[config.mk]
export PLATFORM = sky130hd
export DESIGN_NAME = mis_sequencer
export DESIGN_NICKNAME = d
export VERILOG_FILES = /design/src/design/mis_pkg.sv /design/src/design/mis_sequencer.sv
export SDC_FILE = /design/constraint.sdc
export NUM_CORES = 1
export LEC_CHECK = 0
export BUFFER_PORTS_ARGS = -buffer_cell sky130_fd_sc_hd__buf_4
export CORE_MARGIN = 2
export CORE_UTILIZATION = 65
export DETAILED_ROUTE_END_ITERATION = 12
export GPL_TIMING_DRIVEN = 0
export PLACE_DENSITY = 0.9
export SLEW_MARGIN = 20
export SYNTH_ARGS = -nofsm -noshare
export SYNTH_HDL_FRONTEND = slang
export SYNTH_SLANG_ARGS = --single-unit
[constraint.sdc]
create_clock -name clk_sys_i -period 9.88 [get_ports clk_sys_i]
set_clock_uncertainty 0.05 [all_clocks]
set_input_delay 0.988 -clock clk_sys_i [delete_from_list [all_inputs] [get_ports clk_sys_i]]
set_output_delay 0.988 -clock clk_sys_i [all_outputs]
set_load 0.005 [all_outputs]
[src/design/mis_pkg.sv]
// mis_pkg: constants, encodings and carriers of the instruction sequencer.
// assumes a 16-bit program word, 8-bit data memory and an 11-bit program counter.
package mis_pkg;

	// ----------------------------------------------------------------
	// widths and fixed values
	// ----------------------------------------------------------------
	localparam int          PC_W         = 11;
	localparam int          DATA_W       = 8;
	localparam int          INSTR_W      = 16;
	localparam int          BIDX_W       = 3;
	localparam int          PH_COUNT     = 4;      // system clocks per instruction cycle
	localparam int          DEST_SEL_BIT = 0;      // bidx bit choosing memory as destination
	localparam logic [7:0]  PCL_ADDR     = 8'h06;  // data address that aliases program_counter_low
	localparam logic [10:0] RESET_VECTOR = 11'h000;
	localparam logic [10:0] PC_STEP      = 11'h001;
	localparam logic [7:0]  BYTE_ZERO    = 8'h00;
	localparam logic [7:0]  BIT_ONE      = 8'h01;
	localparam logic [8:0]  BYTE_MAX     = 9'h0FF;

	// ----------------------------------------------------------------
	// state encodings
	// ----------------------------------------------------------------
	typedef enum logic [3:0] {
		PH_T1 = 4'h1,
		PH_T2 = 4'h2,
		PH_T3 = 4'h4,
		PH_T4 = 4'h8
	} mis_phase_t;

	// kind of the extra instruction cycle that follows a two-cycle instruction
	typedef enum logic [3:0] {
		BUB_NONE  = 4'h1,
		BUB_SKIP  = 4'h2,
		BUB_HOLD  = 4'h4,
		BUB_TABLE = 4'h8
	} mis_bub_t;

	typedef enum logic [4:0] {
		OP_NOP     = 5'h00, OP_MOV_A_M = 5'h01, OP_MOV_M_A = 5'h02, OP_MOV_A_X = 5'h03,
		OP_ADD_M   = 5'h04, OP_SUB_M   = 5'h05, OP_ADD_X   = 5'h06, OP_SUB_X   = 5'h07,
		OP_AND_M   = 5'h08, OP_OR_M    = 5'h09, OP_XOR_M   = 5'h0A, OP_CPL     = 5'h0B,
		OP_INC     = 5'h0C, OP_DEC     = 5'h0D, OP_RR      = 5'h0E, OP_RL      = 5'h0F,
		OP_RRC     = 5'h10, OP_RLC     = 5'h11, OP_CLR_BIT = 5'h12, OP_SET_BIT = 5'h13,
		OP_SZ      = 5'h14, OP_SZ_BIT  = 5'h15, OP_SNZ_BIT = 5'h16, OP_JMP     = 5'h17,
		OP_CALL    = 5'h18, OP_RET     = 5'h19, OP_INTERRUPT_RETURN_OP    = 5'h1A, OP_TABRD   = 5'h1B,
		OP_HALT    = 5'h1C, OP_WDT_PC1 = 5'h1D, OP_WDT_PC2 = 5'h1E, OP_AND_X   = 5'h1F
	} mis_op_t;

	// ----------------------------------------------------------------
	// carriers
	// ----------------------------------------------------------------
	typedef struct packed {
		mis_op_t                 op;
		logic [BIDX_W-1:0]       bidx;  // bit index, or bit 0 = destination is memory
		logic [DATA_W-1:0]       m;     // data address or immediate
	} mis_instr_t;

	typedef struct packed {
		logic [DATA_W-1:0]       addr;
		logic [DATA_W-1:0]       wdata;
		logic                    we;
	} mis_dmem_req_t;

	typedef struct packed {
		logic [DATA_W-1:0]       acc;
		logic [DATA_W-1:0]       tbl_high;
		logic                    carry;
		logic                    zero;
		logic                    gie;
		logic                    wdt_to;
		logic                    power_down_flag;
		logic                    power_down;
	} mis_status_t;

endpackage

[src/design/mis_sequencer.sv]
// mis_sequencer: instruction fetch, decode and execute of the 8-bit accumulator core.
// assumes program and data memories on clk_sys_i, read data valid one phase after address.
//
// Function
// - four system clocks form one instruction cycle
// - jump, call, returns, table read: two cycles
// - writing program_counter_low costs one extra cycle
// - skip taken costs one extra cycle
// - skip tests byte or bit, skips next
// - call saves return point; jump saves nothing
// - bit set/clear is read-modify-write, others kept
// - bit index selects bit 0 to 7
// - three moves: mem-acc, acc-mem, immediate-acc
// - eight-bit add carry, subtract borrow
// - increment/decrement by one, memory or accumulator
// - distinct logic ops through the accumulator
// - logical ops set zero on zero result
// - rotates by one, carry variants through carry
// - table read moves program word to data
// - power-down instruction halts execution
// - interrupt return sets global enable; return keeps
// - watchdog flags clear on consecutive pre-clears; halt also clears the timeout flag
`timescale 1ns/1ps

module mis_sequencer
	import mis_pkg::*;
#(
	parameter int STACK_DEPTH = 4
) (
	// clock and reset
	input  wire logic                    clk_sys_i,
	input  wire logic                    sys_rst_i,
	// program memory
	output logic [mis_pkg::PC_W-1:0]     pmem_addr_o,
	input  wire logic [mis_pkg::INSTR_W-1:0] pmem_data_i,
	// data memory
	output mis_pkg::mis_dmem_req_t       dmem_req_o,
	input  wire logic [mis_pkg::DATA_W-1:0] dmem_rdata_i,
	// system events
	input  wire logic                    wake_i,
	input  wire logic                    wdt_timeout_i,
	// core state
	output mis_pkg::mis_phase_t          phase_o,
	output mis_pkg::mis_status_t         status_o
);
	import mis_pkg::*;

	localparam int SP_W = (STACK_DEPTH > 1) ? $clog2(STACK_DEPTH) : 1;

	// ----------------------------------------------------------------
	// state
	// ----------------------------------------------------------------
	mis_phase_t           phase_reg;
	mis_bub_t             bub_reg;
	mis_bub_t             bub_pend_reg;
	mis_instr_t           ir_reg;
	logic [PC_W-1:0]      pc_reg;
	logic [PC_W-1:0]      pmem_addr_reg;
	logic [PC_W-1:0]      tbl_addr_reg;
	logic [INSTR_W-1:0]   tbl_word_reg;
	logic [DATA_W-1:0]    tbl_high_reg;
	mis_dmem_req_t        dmem_req_reg;
	logic [DATA_W-1:0]    acc_reg;
	logic                 carry_reg;
	logic                 zero_reg;
	logic                 gie_reg;
	logic                 wdt_to_reg;
	logic                 pdf_reg;
	logic                 halted_reg;
	logic                 prev_pc1_reg;
	logic                 prev_pc2_reg;
	logic                 wake_meta_reg;
	logic                 wake_sync_reg;
	logic [SP_W-1:0]      sp_reg;
	logic [PC_W-1:0]      stack_reg [STACK_DEPTH];

	// execute-stage decisions
	logic                 exec_fire;
	logic [DATA_W-1:0]    res;
	logic [8:0]           sum;
	logic                 wr_acc;
	logic                 wr_mem;
	logic                 c_next;
	logic                 z_next;
	logic [PC_W-1:0]      pc_next;
	mis_bub_t             bub_next;
	logic                 push;
	logic                 pop;
	logic                 skip_op;
	logic                 skip_take;
	logic                 wdt_pair;
	logic [DATA_W-1:0]    bit_mask;
	logic [PC_W-1:0]      pc_inc;

	assign exec_fire = (phase_reg == PH_T3) && !halted_reg && (bub_reg == BUB_NONE);
	assign bit_mask  = BIT_ONE << ir_reg.bidx;
	assign pc_inc    = pc_reg + PC_STEP;
	assign wdt_pair  = exec_fire && (((ir_reg.op == OP_WDT_PC2) && prev_pc1_reg) ||
		((ir_reg.op == OP_WDT_PC1) && prev_pc2_reg));

	// outputs come straight from registers
	assign pmem_addr_o = pmem_addr_reg;
	assign dmem_req_o  = dmem_req_reg;
	assign phase_o     = phase_reg;
	assign status_o    = '{acc: acc_reg, tbl_high: tbl_high_reg, carry: carry_reg,
		zero: zero_reg, gie: gie_reg, wdt_to: wdt_to_reg, power_down_flag: pdf_reg,
		power_down: halted_reg};

	// ----------------------------------------------------------------
	// phase sequencing
	// ----------------------------------------------------------------
	// free-running ring; fetch in T1-T2, operand in T3, retire in T4
	always_ff @(posedge clk_sys_i or posedge sys_rst_i) begin
		if (sys_rst_i) begin
			phase_reg <= PH_T1;
		end else begin
			case (phase_reg)
				PH_T1:   phase_reg <= PH_T2;
				PH_T2:   phase_reg <= PH_T3;
				PH_T3:   phase_reg <= PH_T4;
				PH_T4:   phase_reg <= PH_T1;
				default: phase_reg <= PH_T1;
			endcase
		end
	end

	// wake pin passes two flip-flops before the halt logic sees it
	always_ff @(posedge clk_sys_i or posedge sys_rst_i) begin
		if (sys_rst_i) begin
			wake_meta_reg <= 1'b0;
			wake_sync_reg <= 1'b0;
		end else begin
			wake_meta_reg <= wake_i;
			wake_sync_reg <= wake_meta_reg;
		end
	end

	// ----------------------------------------------------------------
	// fetch
	// ----------------------------------------------------------------
	// instruction word captured at the end of T2; a table cycle captures data instead
	always_ff @(posedge clk_sys_i or posedge sys_rst_i) begin
		if (sys_rst_i) begin
			ir_reg       <= '{op: OP_NOP, bidx: '0, m: BYTE_ZERO};
			tbl_word_reg <= '0;
		end else if (phase_reg == PH_T2) begin
			if (bub_reg == BUB_TABLE) begin
				tbl_word_reg <= pmem_data_i;
			end else begin
				ir_reg <= mis_instr_t'(pmem_data_i);
			end
		end
	end

	// program address moves once per cycle, at the end of T4
	always_ff @(posedge clk_sys_i or posedge sys_rst_i) begin
		if (sys_rst_i) begin
			pmem_addr_reg <= RESET_VECTOR;
			bub_reg       <= BUB_NONE;
		end else if (phase_reg == PH_T4) begin
			pmem_addr_reg <= (bub_pend_reg == BUB_TABLE) ? tbl_addr_reg : pc_reg;
			bub_reg       <= bub_pend_reg;
		end
	end

	// ----------------------------------------------------------------
	// execute decode
	// ----------------------------------------------------------------
	always_comb begin
		res       = acc_reg;
		sum       = 9'h000;
		wr_acc    = 1'b0;
		wr_mem    = 1'b0;
		c_next    = carry_reg;
		z_next    = zero_reg;
		pc_next   = pc_inc;
		bub_next  = BUB_NONE;
		push      = 1'b0;
		pop       = 1'b0;
		skip_op   = 1'b0;
		skip_take = 1'b0;
		case (ir_reg.op)
			OP_MOV_A_M: begin res = dmem_rdata_i; wr_acc = 1'b1; end
			OP_MOV_M_A: begin res = acc_reg; wr_mem = 1'b1; end
			OP_MOV_A_X: begin res = ir_reg.m; wr_acc = 1'b1; end
			OP_ADD_M, OP_ADD_X: begin
				sum    = {1'b0, acc_reg} + {1'b0, (ir_reg.op == OP_ADD_X) ? ir_reg.m : dmem_rdata_i};
				res    = sum[DATA_W-1:0];
				c_next = sum[DATA_W];
			end
			OP_SUB_M, OP_SUB_X: begin
				sum    = {1'b0, acc_reg} - {1'b0, (ir_reg.op == OP_SUB_X) ? ir_reg.m : dmem_rdata_i};
				res    = sum[DATA_W-1:0];
				c_next = ~sum[DATA_W];
			end
			OP_AND_M: res = acc_reg & dmem_rdata_i;
			OP_AND_X: res = acc_reg & ir_reg.m;
			OP_OR_M:  res = acc_reg | dmem_rdata_i;
			OP_XOR_M: res = acc_reg ^ dmem_rdata_i;
			OP_CPL:   res = ~dmem_rdata_i;
			OP_INC:   res = dmem_rdata_i + BIT_ONE;
			OP_DEC:   res = dmem_rdata_i - BIT_ONE;
			OP_RR:    res = {dmem_rdata_i[0], dmem_rdata_i[DATA_W-1:1]};
			OP_RL:    res = {dmem_rdata_i[DATA_W-2:0], dmem_rdata_i[DATA_W-1]};
			OP_RRC: begin
				res    = {carry_reg, dmem_rdata_i[DATA_W-1:1]};
				c_next = dmem_rdata_i[0];
			end
			OP_RLC: begin
				res    = {dmem_rdata_i[DATA_W-2:0], carry_reg};
				c_next = dmem_rdata_i[DATA_W-1];
			end
			OP_CLR_BIT: begin res = dmem_rdata_i & ~bit_mask; wr_mem = 1'b1; end
			OP_SET_BIT: begin res = dmem_rdata_i | bit_mask; wr_mem = 1'b1; end
			OP_SZ: begin
				skip_op   = 1'b1;
				skip_take = (dmem_rdata_i == BYTE_ZERO);
			end
			OP_SZ_BIT: begin
				skip_op   = 1'b1;
				skip_take = ((dmem_rdata_i & bit_mask) == BYTE_ZERO);
			end
			OP_SNZ_BIT: begin
				skip_op   = 1'b1;
				skip_take = ((dmem_rdata_i & bit_mask) != BYTE_ZERO);
			end
			OP_JMP: begin pc_next = {ir_reg.bidx, ir_reg.m}; bub_next = BUB_HOLD; end
			OP_CALL: begin
				pc_next  = {ir_reg.bidx, ir_reg.m};
				bub_next = BUB_HOLD;
				push     = 1'b1;
			end
			OP_RET, OP_INTERRUPT_RETURN_OP: begin
				pc_next  = stack_reg[sp_reg - SP_W'(1)];
				bub_next = BUB_HOLD;
				pop      = 1'b1;
			end
			OP_TABRD: bub_next = BUB_TABLE;
			default: ;
		endcase
		// memory-operand data operations pick accumulator or memory by the destination bit; immediate ones always write the accumulator
		case (ir_reg.op)
			OP_ADD_M, OP_SUB_M, OP_AND_M, OP_OR_M, OP_XOR_M, OP_CPL, OP_INC, OP_DEC,
			OP_RR, OP_RL, OP_RRC, OP_RLC: begin
				wr_mem = ir_reg.bidx[DEST_SEL_BIT];
				wr_acc = !ir_reg.bidx[DEST_SEL_BIT];
				z_next = (res == BYTE_ZERO);
			end
			OP_ADD_X, OP_SUB_X, OP_AND_X: begin
				wr_acc = 1'b1;
				z_next = (res == BYTE_ZERO);
			end
			default: ;
		endcase
		// all rotates, plain and through carry, leave the zero flag alone
		if (ir_reg.op == OP_RR || ir_reg.op == OP_RL || ir_reg.op == OP_RRC ||
			ir_reg.op == OP_RLC) begin
			z_next = zero_reg;
		end
		if (skip_take) begin
			bub_next = BUB_SKIP;
		end
		// a store to program_counter_low is a jump within the current page
		if (wr_mem && ir_reg.m == PCL_ADDR) begin
			wr_mem   = 1'b0;
			pc_next  = {pc_reg[PC_W-1:DATA_W], res};
			bub_next = BUB_HOLD;
		end
	end

	// ----------------------------------------------------------------
	// retire: program counter and bubble
	// ----------------------------------------------------------------
	// a skip bubble steps over the discarded word; hold and table bubbles keep the target
	always_ff @(posedge clk_sys_i or posedge sys_rst_i) begin
		if (sys_rst_i) begin
			pc_reg       <= RESET_VECTOR;
			bub_pend_reg <= BUB_NONE;
			tbl_addr_reg <= RESET_VECTOR;
		end else if (exec_fire) begin
			pc_reg       <= pc_next;
			bub_pend_reg <= bub_next;
			tbl_addr_reg <= {ir_reg.bidx, acc_reg};
		end else if (phase_reg == PH_T3 && !halted_reg) begin
			if (bub_reg == BUB_SKIP) begin
				pc_reg <= pc_inc;
			end
			bub_pend_reg <= BUB_NONE;
		end
	end

	// ----------------------------------------------------------------
	// return stack
	// ----------------------------------------------------------------
	// overflow wraps silently, as a fixed-depth stack does
	always_ff @(posedge clk_sys_i or posedge sys_rst_i) begin
		if (sys_rst_i) begin
			sp_reg <= '0;
		end else if (exec_fire && push) begin
			sp_reg <= sp_reg + SP_W'(1);
		end else if (exec_fire && pop) begin
			sp_reg <= sp_reg - SP_W'(1);
		end
	end

	for (genvar gi = 0; gi < STACK_DEPTH; gi++) begin : g_stack
		always_ff @(posedge clk_sys_i or posedge sys_rst_i) begin
			if (sys_rst_i) begin
				stack_reg[gi] <= RESET_VECTOR;
			end else if (exec_fire && push && sp_reg == SP_W'(gi)) begin
				stack_reg[gi] <= pc_inc;
			end
		end
	end

	// ----------------------------------------------------------------
	// data path registers
	// ----------------------------------------------------------------
	always_ff @(posedge clk_sys_i or posedge sys_rst_i) begin
		if (sys_rst_i) begin
			acc_reg   <= BYTE_ZERO;
			carry_reg <= 1'b0;
			zero_reg  <= 1'b0;
		end else if (exec_fire) begin
			if (wr_acc) begin
				acc_reg <= res;
			end
			carry_reg <= c_next;
			zero_reg  <= z_next;
		end
	end

	// data address set in T2, write strobe lasts exactly T4
	always_ff @(posedge clk_sys_i or posedge sys_rst_i) begin
		if (sys_rst_i) begin
			dmem_req_reg <= '{addr: BYTE_ZERO, wdata: BYTE_ZERO, we: 1'b0};
			tbl_high_reg <= BYTE_ZERO;
		end else begin
			dmem_req_reg.we <= 1'b0;
			if (phase_reg == PH_T2 && bub_reg != BUB_TABLE) begin
				dmem_req_reg.addr <= pmem_data_i[DATA_W-1:0];
			end
			if (exec_fire) begin
				dmem_req_reg.we    <= wr_mem;
				dmem_req_reg.wdata <= res;
			end else if (phase_reg == PH_T3 && !halted_reg && bub_reg == BUB_TABLE) begin
				dmem_req_reg.we    <= 1'b1;
				dmem_req_reg.wdata <= tbl_word_reg[DATA_W-1:0];
				tbl_high_reg       <= tbl_word_reg[INSTR_W-1:DATA_W];
			end
		end
	end

	// ----------------------------------------------------------------
	// control flags
	// ----------------------------------------------------------------
	// halt sets at execute; a synchronised wake releases at the cycle boundary
	always_ff @(posedge clk_sys_i or posedge sys_rst_i) begin
		if (sys_rst_i) begin
			halted_reg <= 1'b0;
		end else if (exec_fire && ir_reg.op == OP_HALT) begin
			halted_reg <= 1'b1;
		end else if (phase_reg == PH_T4 && wake_sync_reg) begin
			halted_reg <= 1'b0;
		end
	end

	always_ff @(posedge clk_sys_i or posedge sys_rst_i) begin
		if (sys_rst_i) begin
			gie_reg <= 1'b0;
		end else if (exec_fire && ir_reg.op == OP_INTERRUPT_RETURN_OP) begin
			gie_reg <= 1'b1;
		end
	end

	// timeout event beats a clear landing in the same clock
	always_ff @(posedge clk_sys_i or posedge sys_rst_i) begin
		if (sys_rst_i) begin
			wdt_to_reg   <= 1'b0;
			pdf_reg      <= 1'b0;
			prev_pc1_reg <= 1'b0;
			prev_pc2_reg <= 1'b0;
		end else begin
			if (wdt_timeout_i) begin
				wdt_to_reg <= 1'b1;
			end else if (wdt_pair || (exec_fire && ir_reg.op == OP_HALT)) begin
				wdt_to_reg <= 1'b0;
			end
			if (exec_fire && ir_reg.op == OP_HALT) begin
				pdf_reg <= 1'b1;
			end else if (wdt_pair) begin
				pdf_reg <= 1'b0;
			end
			if (exec_fire) begin
				prev_pc1_reg <= (ir_reg.op == OP_WDT_PC1) && !wdt_pair;
				prev_pc2_reg <= (ir_reg.op == OP_WDT_PC2) && !wdt_pair;
			end
		end
	end
endmodule

== After elaboration in Yosys (flattened, before gate mapping) ==
Index checks and enable logic that the tools add are counted.
Widths: inputs -> output; s select.
Operators by class
  reductions and logical operators: 58
  bitwise operators: 14
  mux-type cells: 37
  shifts and indexed selects: 1
  equal/unequal tests: 45
  magnitude comparators: 1
  add/sub/neg operators: 7
Operators by type and width (number)
  $pmux 8 s17: 1
  $eq 5x5->1 const B: 16
  $mux 11: 7
  $eq 5x4->1 const B: 8
  $and 8x8->8: 4
  $logic_not 8->1: 3
  $bmux 11 s2: 1
  $pmux 11 s2: 1
  $eq 5x3->1 const B: 4
  $logic_and 1x1->1: 19
  $mux 9: 2
  $mux 4: 4
  $mux 8: 2
  $not 8->8: 2
  $or 8x8->8: 2
  $reduce_or 15->1: 1
  $reduce_bool 2->1: 7
  $eq 4x4->1 const B: 3
  $mux 1: 12
  $pmux 4 s3: 1
  $reduce_and 2->1: 6
  $reduce_or 12->1: 1
  $add 11x1->11 const B: 1
  $eq 5x2->1 const B: 2
  other kinds (34): 53
Word-level totals
  word-level logic and storage cells: 194
  bits in registers: 166

== Logic depth before layout (Yosys ltp) ==
  depth in word-level cells: 8
  gate-level depth with buffers: 17

== Worst setup path after synthesis ==
OpenSTA, ideal clock, no wires.
  kind: flip-flop to flip-flop
  start point: register ir_reg[15] (netlist bit)
  end point: register acc_reg[2]
  cell stages (with the launch flop): 16
  slack: 6.189 ns
  buffers on the path: 3
  setup time: 0.125 ns
  required time: 9.705 ns
  arrival: 3.516 ns
  cell sequence: dfrtp_1 -> buf_2 -> buf_2 -> buf_2 -> nor3_1 -> nand2_1 -> mux2_2 -> ha_1 -> fa_1 -> xnor2_1 -> o22ai_1 -> a31oi_1 -> nand4_1 -> o41ai_1 -> nand2_1 -> mux2_2
Between the ends
  longest elaborated chain between the ends: 5
  elaborated cells on any way between the ends: 32
  those cells by class: 2 x add/sub; 19 x eq/ne; 5 x mux; 6 x reduce/logical
RTL lines
  from (decl): line mis_sequencer.sv:56  | mis_instr_t ir_reg;
  from (signal assigned): line mis_sequencer.sv:144  | ir_reg <= '{op: OP_NOP, bidx: '0, m: BYTE_ZERO};
  from (signal assigned): line mis_sequencer.sv:150  | ir_reg <= mis_instr_t'(pmem_data_i);
  parallel branches: the longest is 5 deep, another holds $sub 8x8->9
  to (signal assigned): line mis_sequencer.sv:326  | acc_reg <= res;
  to (decl): line mis_sequencer.sv:63  | logic [DATA_W-1:0] acc_reg;
Several ways; the timed one is not identified.
A chain may end at the register's enable or synchronous reset.

== Worst setup path after layout ==
  start point: register ir_reg[12] (netlist bit)
  end point: register pc_reg[1]
Between the ends
  longest elaborated chain between the ends: 7
  elaborated cells on any way between the ends: 41
  those cells by class: 2 x add/sub; 24 x eq/ne; 8 x mux; 7 x reduce/logical
RTL lines
  parallel branches: the longest is 5 deep, another holds $sub 8x8->9
  $mux 11 (*): line mis_sequencer.sv:264  | if (wr_mem && ir_reg.m == PCL_ADDR) begin
  $mux 11 (*): line mis_sequencer.sv:280  | end else if (exec_fire) begin
  to (signal assigned): line mis_sequencer.sv:281  | pc_reg <= pc_next;
  to (signal assigned): line mis_sequencer.sv:286  | pc_reg <= pc_inc;
  to (decl): line mis_sequencer.sv:57  | logic [PC_W-1:0] pc_reg;
Every way passes the cells marked *. The select of a mux whose other input is x is not followed.

==> impl_metrics.py <==
metrics = {
    "route": {
        "ant_nets": 0,
        "drc": 0,
        "post_drt_wl_per_cell_um": 25.6,
        "viasPerCell": 7.09,
        "first_pass_iters": 12,
        "dr_total_vias": 9423,
        "drtIter0Drc": 1382,
        "routed_wl_um": 34000,
    },
    "critical_path": {
        "r2r-start": "ir_reg[12]",
        "path_delay_family": "compound AO/OA/AOI/OAI gates",
        "startpoint_type": "flop",
        "path_class": "flop to flop",
        "reg2reg_depth": 16,
        "critPathLaunch": "ir_reg[12]",
        "max_stage_delay_ns": 0.96,
        "r2r-end": "pc_reg[1]",
        "critPathMaxFanout": 10,
        "crit_path_end_kind": "flop",
        "cp_slowest_cell": "o32ai_1",
        "cp_cell_sequence": "buf_2 -> buf_4 -> clkbuf_1 -> nand2_1 -> mux2_2 -> ha_1 -> inv_1 -> fa_1 -> mux2i_1 -> nor3_1 -> a211oi_1 -> o21ai_0 -> o32ai_1 -> mux2_1 -> o311ai_1 -> o21a_1",
        "path_buf_inv": 4,
        "cp.arrival_ns": 5.49,
        "reg2reg_slack_ns": 4.66,
        "required_ns": 10.15,
    },
    "sta": {
        "slew_violations": 0,
        "fin_ws_ns": 4.66,
        "finalHoldViolCount": 0,
        "worstMarginPinSlew_ns": 1.09,
        "setup_viol": 0,
        "fmax_ghz": 0.192,
        "relSlewSlack": 0.274,
        "timing.setup.tns_ns": 0,
        "period_minus_slack_ns": 5.22,
        "rsz0062_at_grt": "no",
        "final.period_utilization": 0.528,
    },
    "synthesis": {
        "synth_top_family_by_area": "compound AO/OA/AOI/OAI gates",
        "synth_cells": 1031,
        "synthArstFlopShare": 1.00,
        "synth_mux_area_frac": 0.131,
        "yosysUniqueCellTypes": 84,
        "yosysSeqAreaShare": 0.405,
        "yosys.area_share.adder": 0.0349,
        "synth_compound_area_frac": 0.180,
        "synth_fp_nets": 1085,
        "ys_warn_count": 0,
        "synth_edf_count": 0,
        "synth_xor_area_frac": 0.0206,
        "synthSimpleGateAreaFrac": 0.179,
        "synth_area_per_cell_um2": 9.47,
        "ys_seq_elements": 158,
        "syn_area_um2": 9760,
        "synth_top_flop_cell": "dfrtp_1",
    },
    "final_layout": {
        "area_growth_pct": 14.9,
        "n_antenna_cell": 0,
        "drive_gt1_frac": 0.217,
        "nets": 1186,
        "nFillCells": 909,
        "largest_reg_flops": 44,
        "utilization": 0.769,
    },
    "worst_hold_path": {
        "whs_endpoint": "wake_sync_reg",
        "hold_start": "wake_meta_reg",
        "hold_path_class": "flop to flop",
        "hold_depth": 0,
    },
    "clock_tree": {
        "clk_latency_ns": 0.44,
        "cts_hold_buf": 0,
        "clockBufferDepth": 2,
        "clk_pin_slew_ns": 0.06,
        "htreeDepth": 4,
        "cts_tree": "yes",
        "post_cts_resized": 0,
        "cts_root_buf": "clkbuf_16",
        "cts_made_buffers": 17,
        "cts.sinks": 158,
        "post-cts-setup-buffers": 0,
    },
    "floorplanning": {
        "fp.dieW_um": 127,
        "die_h_um": 127,
        "top_level_ports": 82,
        "dieArea_um2": 16000,
        "core.rowCount": 44,
        "coreArea_um2": 14600,
        "start_util": 0.669,
    },
    "grt": {
        "grt_overflow_total": 0,
        "grt_pass1_wl_um": 52700,
        "antenna_found_initial": 0,
        "grt_start_max_net_pins": 81,
        "track_usage": 0.429,
        "grt_pass1_vias": 9419,
    },
    "placement": {
        "hpwl_um": 23000,
        "place_congestion": 1.04,
        "place_ws_ns": 5.01,
        "io_buffers": 81,
    },
    "power_and_ir_drop": {
        "p_switching_uw": 907,
        "leakage_nw": 4.88,
        "switching_share": 0.377,
        "pwr-share-seq": 0.382,
        "comb_power_share": 0.345,
        "intPower_mw": 1.50,
        "peakVddDrop_mv": 0.172,
        "power_density_nw_per_um2": 214,
        "clkPwrFrac": 0.272,
    },
    "job": {
        "max-cap-violations": 0,
    },
    "outcome": {
        "status": "complete, no violations",
    },
}
-- routing by layer --
metal  track usage  vias up  routed length, µm
li1              -     3978                  -
met1         0.543     4455              12000
met2         0.660      752              15100
met3         0.118      238               4290
met4         0.263        0               2580
met5             0        -                  0
-- power by group through the flow --
stage	Clock [mW]	Combinational, mW	Sequential, mW
after global routing	0.683	0.890	0.924
final	0.654	0.830	0.919
after detailed placement	0	0.784	0.915
after floorplan	0	0.521	0.867
after global placement	0	0.763	0.909
after CTS	0.649	0.805	0.907
-- stage by stage --
| stage | instance area (µm²) | hold WS [ns] | instances | total power, mW |
|---|---|---|---|---|
| floorplan | 9760 | 0.281 | 1031 | 1.39 |
| global placement | 10600 | 0.287 | 1296 | 1.67 |
| detailed placement | 10600 | 0.292 | 1297 | 1.70 |
| CTS | 11200 | 0.306 | 1329 | 2.36 |
| global route | 11200 | 0.323 | 1329 | 2.50 |
| finish | 11200 | 0.311 | 1329 | 2.40 |
-- cell type report --
class	instances	area [µm²]	share of cell area
sequential	158	3960	0.353
buffer	89	438	0.0390
clock buffer	20	437	0.0389
inverter	11	48.8	0.00435
timing repair buffer	82	636	0.0567
clock inverter	12	139	0.0124
multi-input combinational	773	5330	0.475
tap	184	230	0.0205
-- synth_stat cells (4+ instances only) --
master / count / area (µm²)
o41ai_1: 4 / 35.0
a22oi_1: 19 / 143
mux4_2: 13 / 293
a21oi_1: 45 / 225
buf_4: 19 / 143
a21o_1: 8 / 60.1
or4_1: 6 / 45.0
o22a_1: 4 / 35.0
dfrtp_1: 155 / 3880
nand3_1: 19 / 95.1
mux2i_1: 29 / 290
buf_2: 26 / 130
inv_1: 11 / 41.3
xnor2_1: 10 / 87.6
and3_1: 5 / 31.3
nand2_1: 151 / 567
nor3_1: 19 / 95.1
o22ai_1: 14 / 87.6
xor2_1: 13 / 114
clkbuf_1: 41 / 154
and2_1: 6 / 37.5
ha_1: 24 / 300
mux2_2: 61 / 687
nand4_1: 6 / 37.5
a31oi_1: 6 / 37.5
o211ai_1: 5 / 37.5
nor2b_1: 8 / 50.1
nor4b_1: 6 / 52.6
a311oi_1: 4 / 35.0
a211o_1: 4 / 35.0
o21ai_0: 81 / 405
o21a_1: 12 / 90.1
o21ai_1: 6 / 30.0
a211oi_1: 8 / 60.1
nand3b_1: 5 / 37.5
nand2b_1: 15 / 93.8
nor2_1: 65 / 244
nor4_1: 7 / 43.8
o221ai_1: 7 / 61.3
nor3b_1: 6 / 45.0
-- worst max-delay path by stage --
stage                     endpoint  slack, ns  cells after the start
detailed placement        zero_reg       5.01                     16
global placement    pmem_addr_o[4]       3.02                      2
CTS                      pc_reg[1]       4.92                     16
global route              zero_reg       4.55                     16
floorplan               acc_reg[0]       4.58                      1
finish                   pc_reg[1]       4.66                     16
-- layout by cell type (no fill, tap or decap), drive strengths merged, types with 9 or more instances in the layout --
| cell | n |
|---|---|
| a211oi | 9 |
| a21oi | 46 |
| a22oi | 19 |
| buf | 130 |
| clkbuf | 61 |
| dfrtp | 155 |
| ha | 24 |
| inv | 13 |
| mux2 | 62 |
| mux2i | 29 |
| mux4 | 13 |
| nand2 | 152 |
| nand2b | 15 |
| nand3 | 19 |
| nor2 | 66 |
| nor3 | 21 |
| nor4b | 9 |
| o21a | 12 |
| o21ai | 87 |
| o22ai | 14 |
| xnor2 | 10 |
| xor2 | 13 |
-- cell families (layout without fill, tap and decap cells) --
group           after synthesis  in the layout
flops                       158            158
mux                         104            104
simple gates                352            352
fa+ha+maj                    26             26
compound gates              268            268
xor+xnor                     23             23
buf+inv                     100            214
-- worst register-to-register path, delay by kind of cell, from the launching register on --
kind                       cells  cell delay (ns)
DFF                            1             0.42
buffers and inverters          4             0.98
muxes                          3             0.93
and+or+nand+nor                2             0.53
adders and majority gates      2             0.61
AOI/OAI and AO/OA              5             1.59
Power figures use the tool's default switching activity.
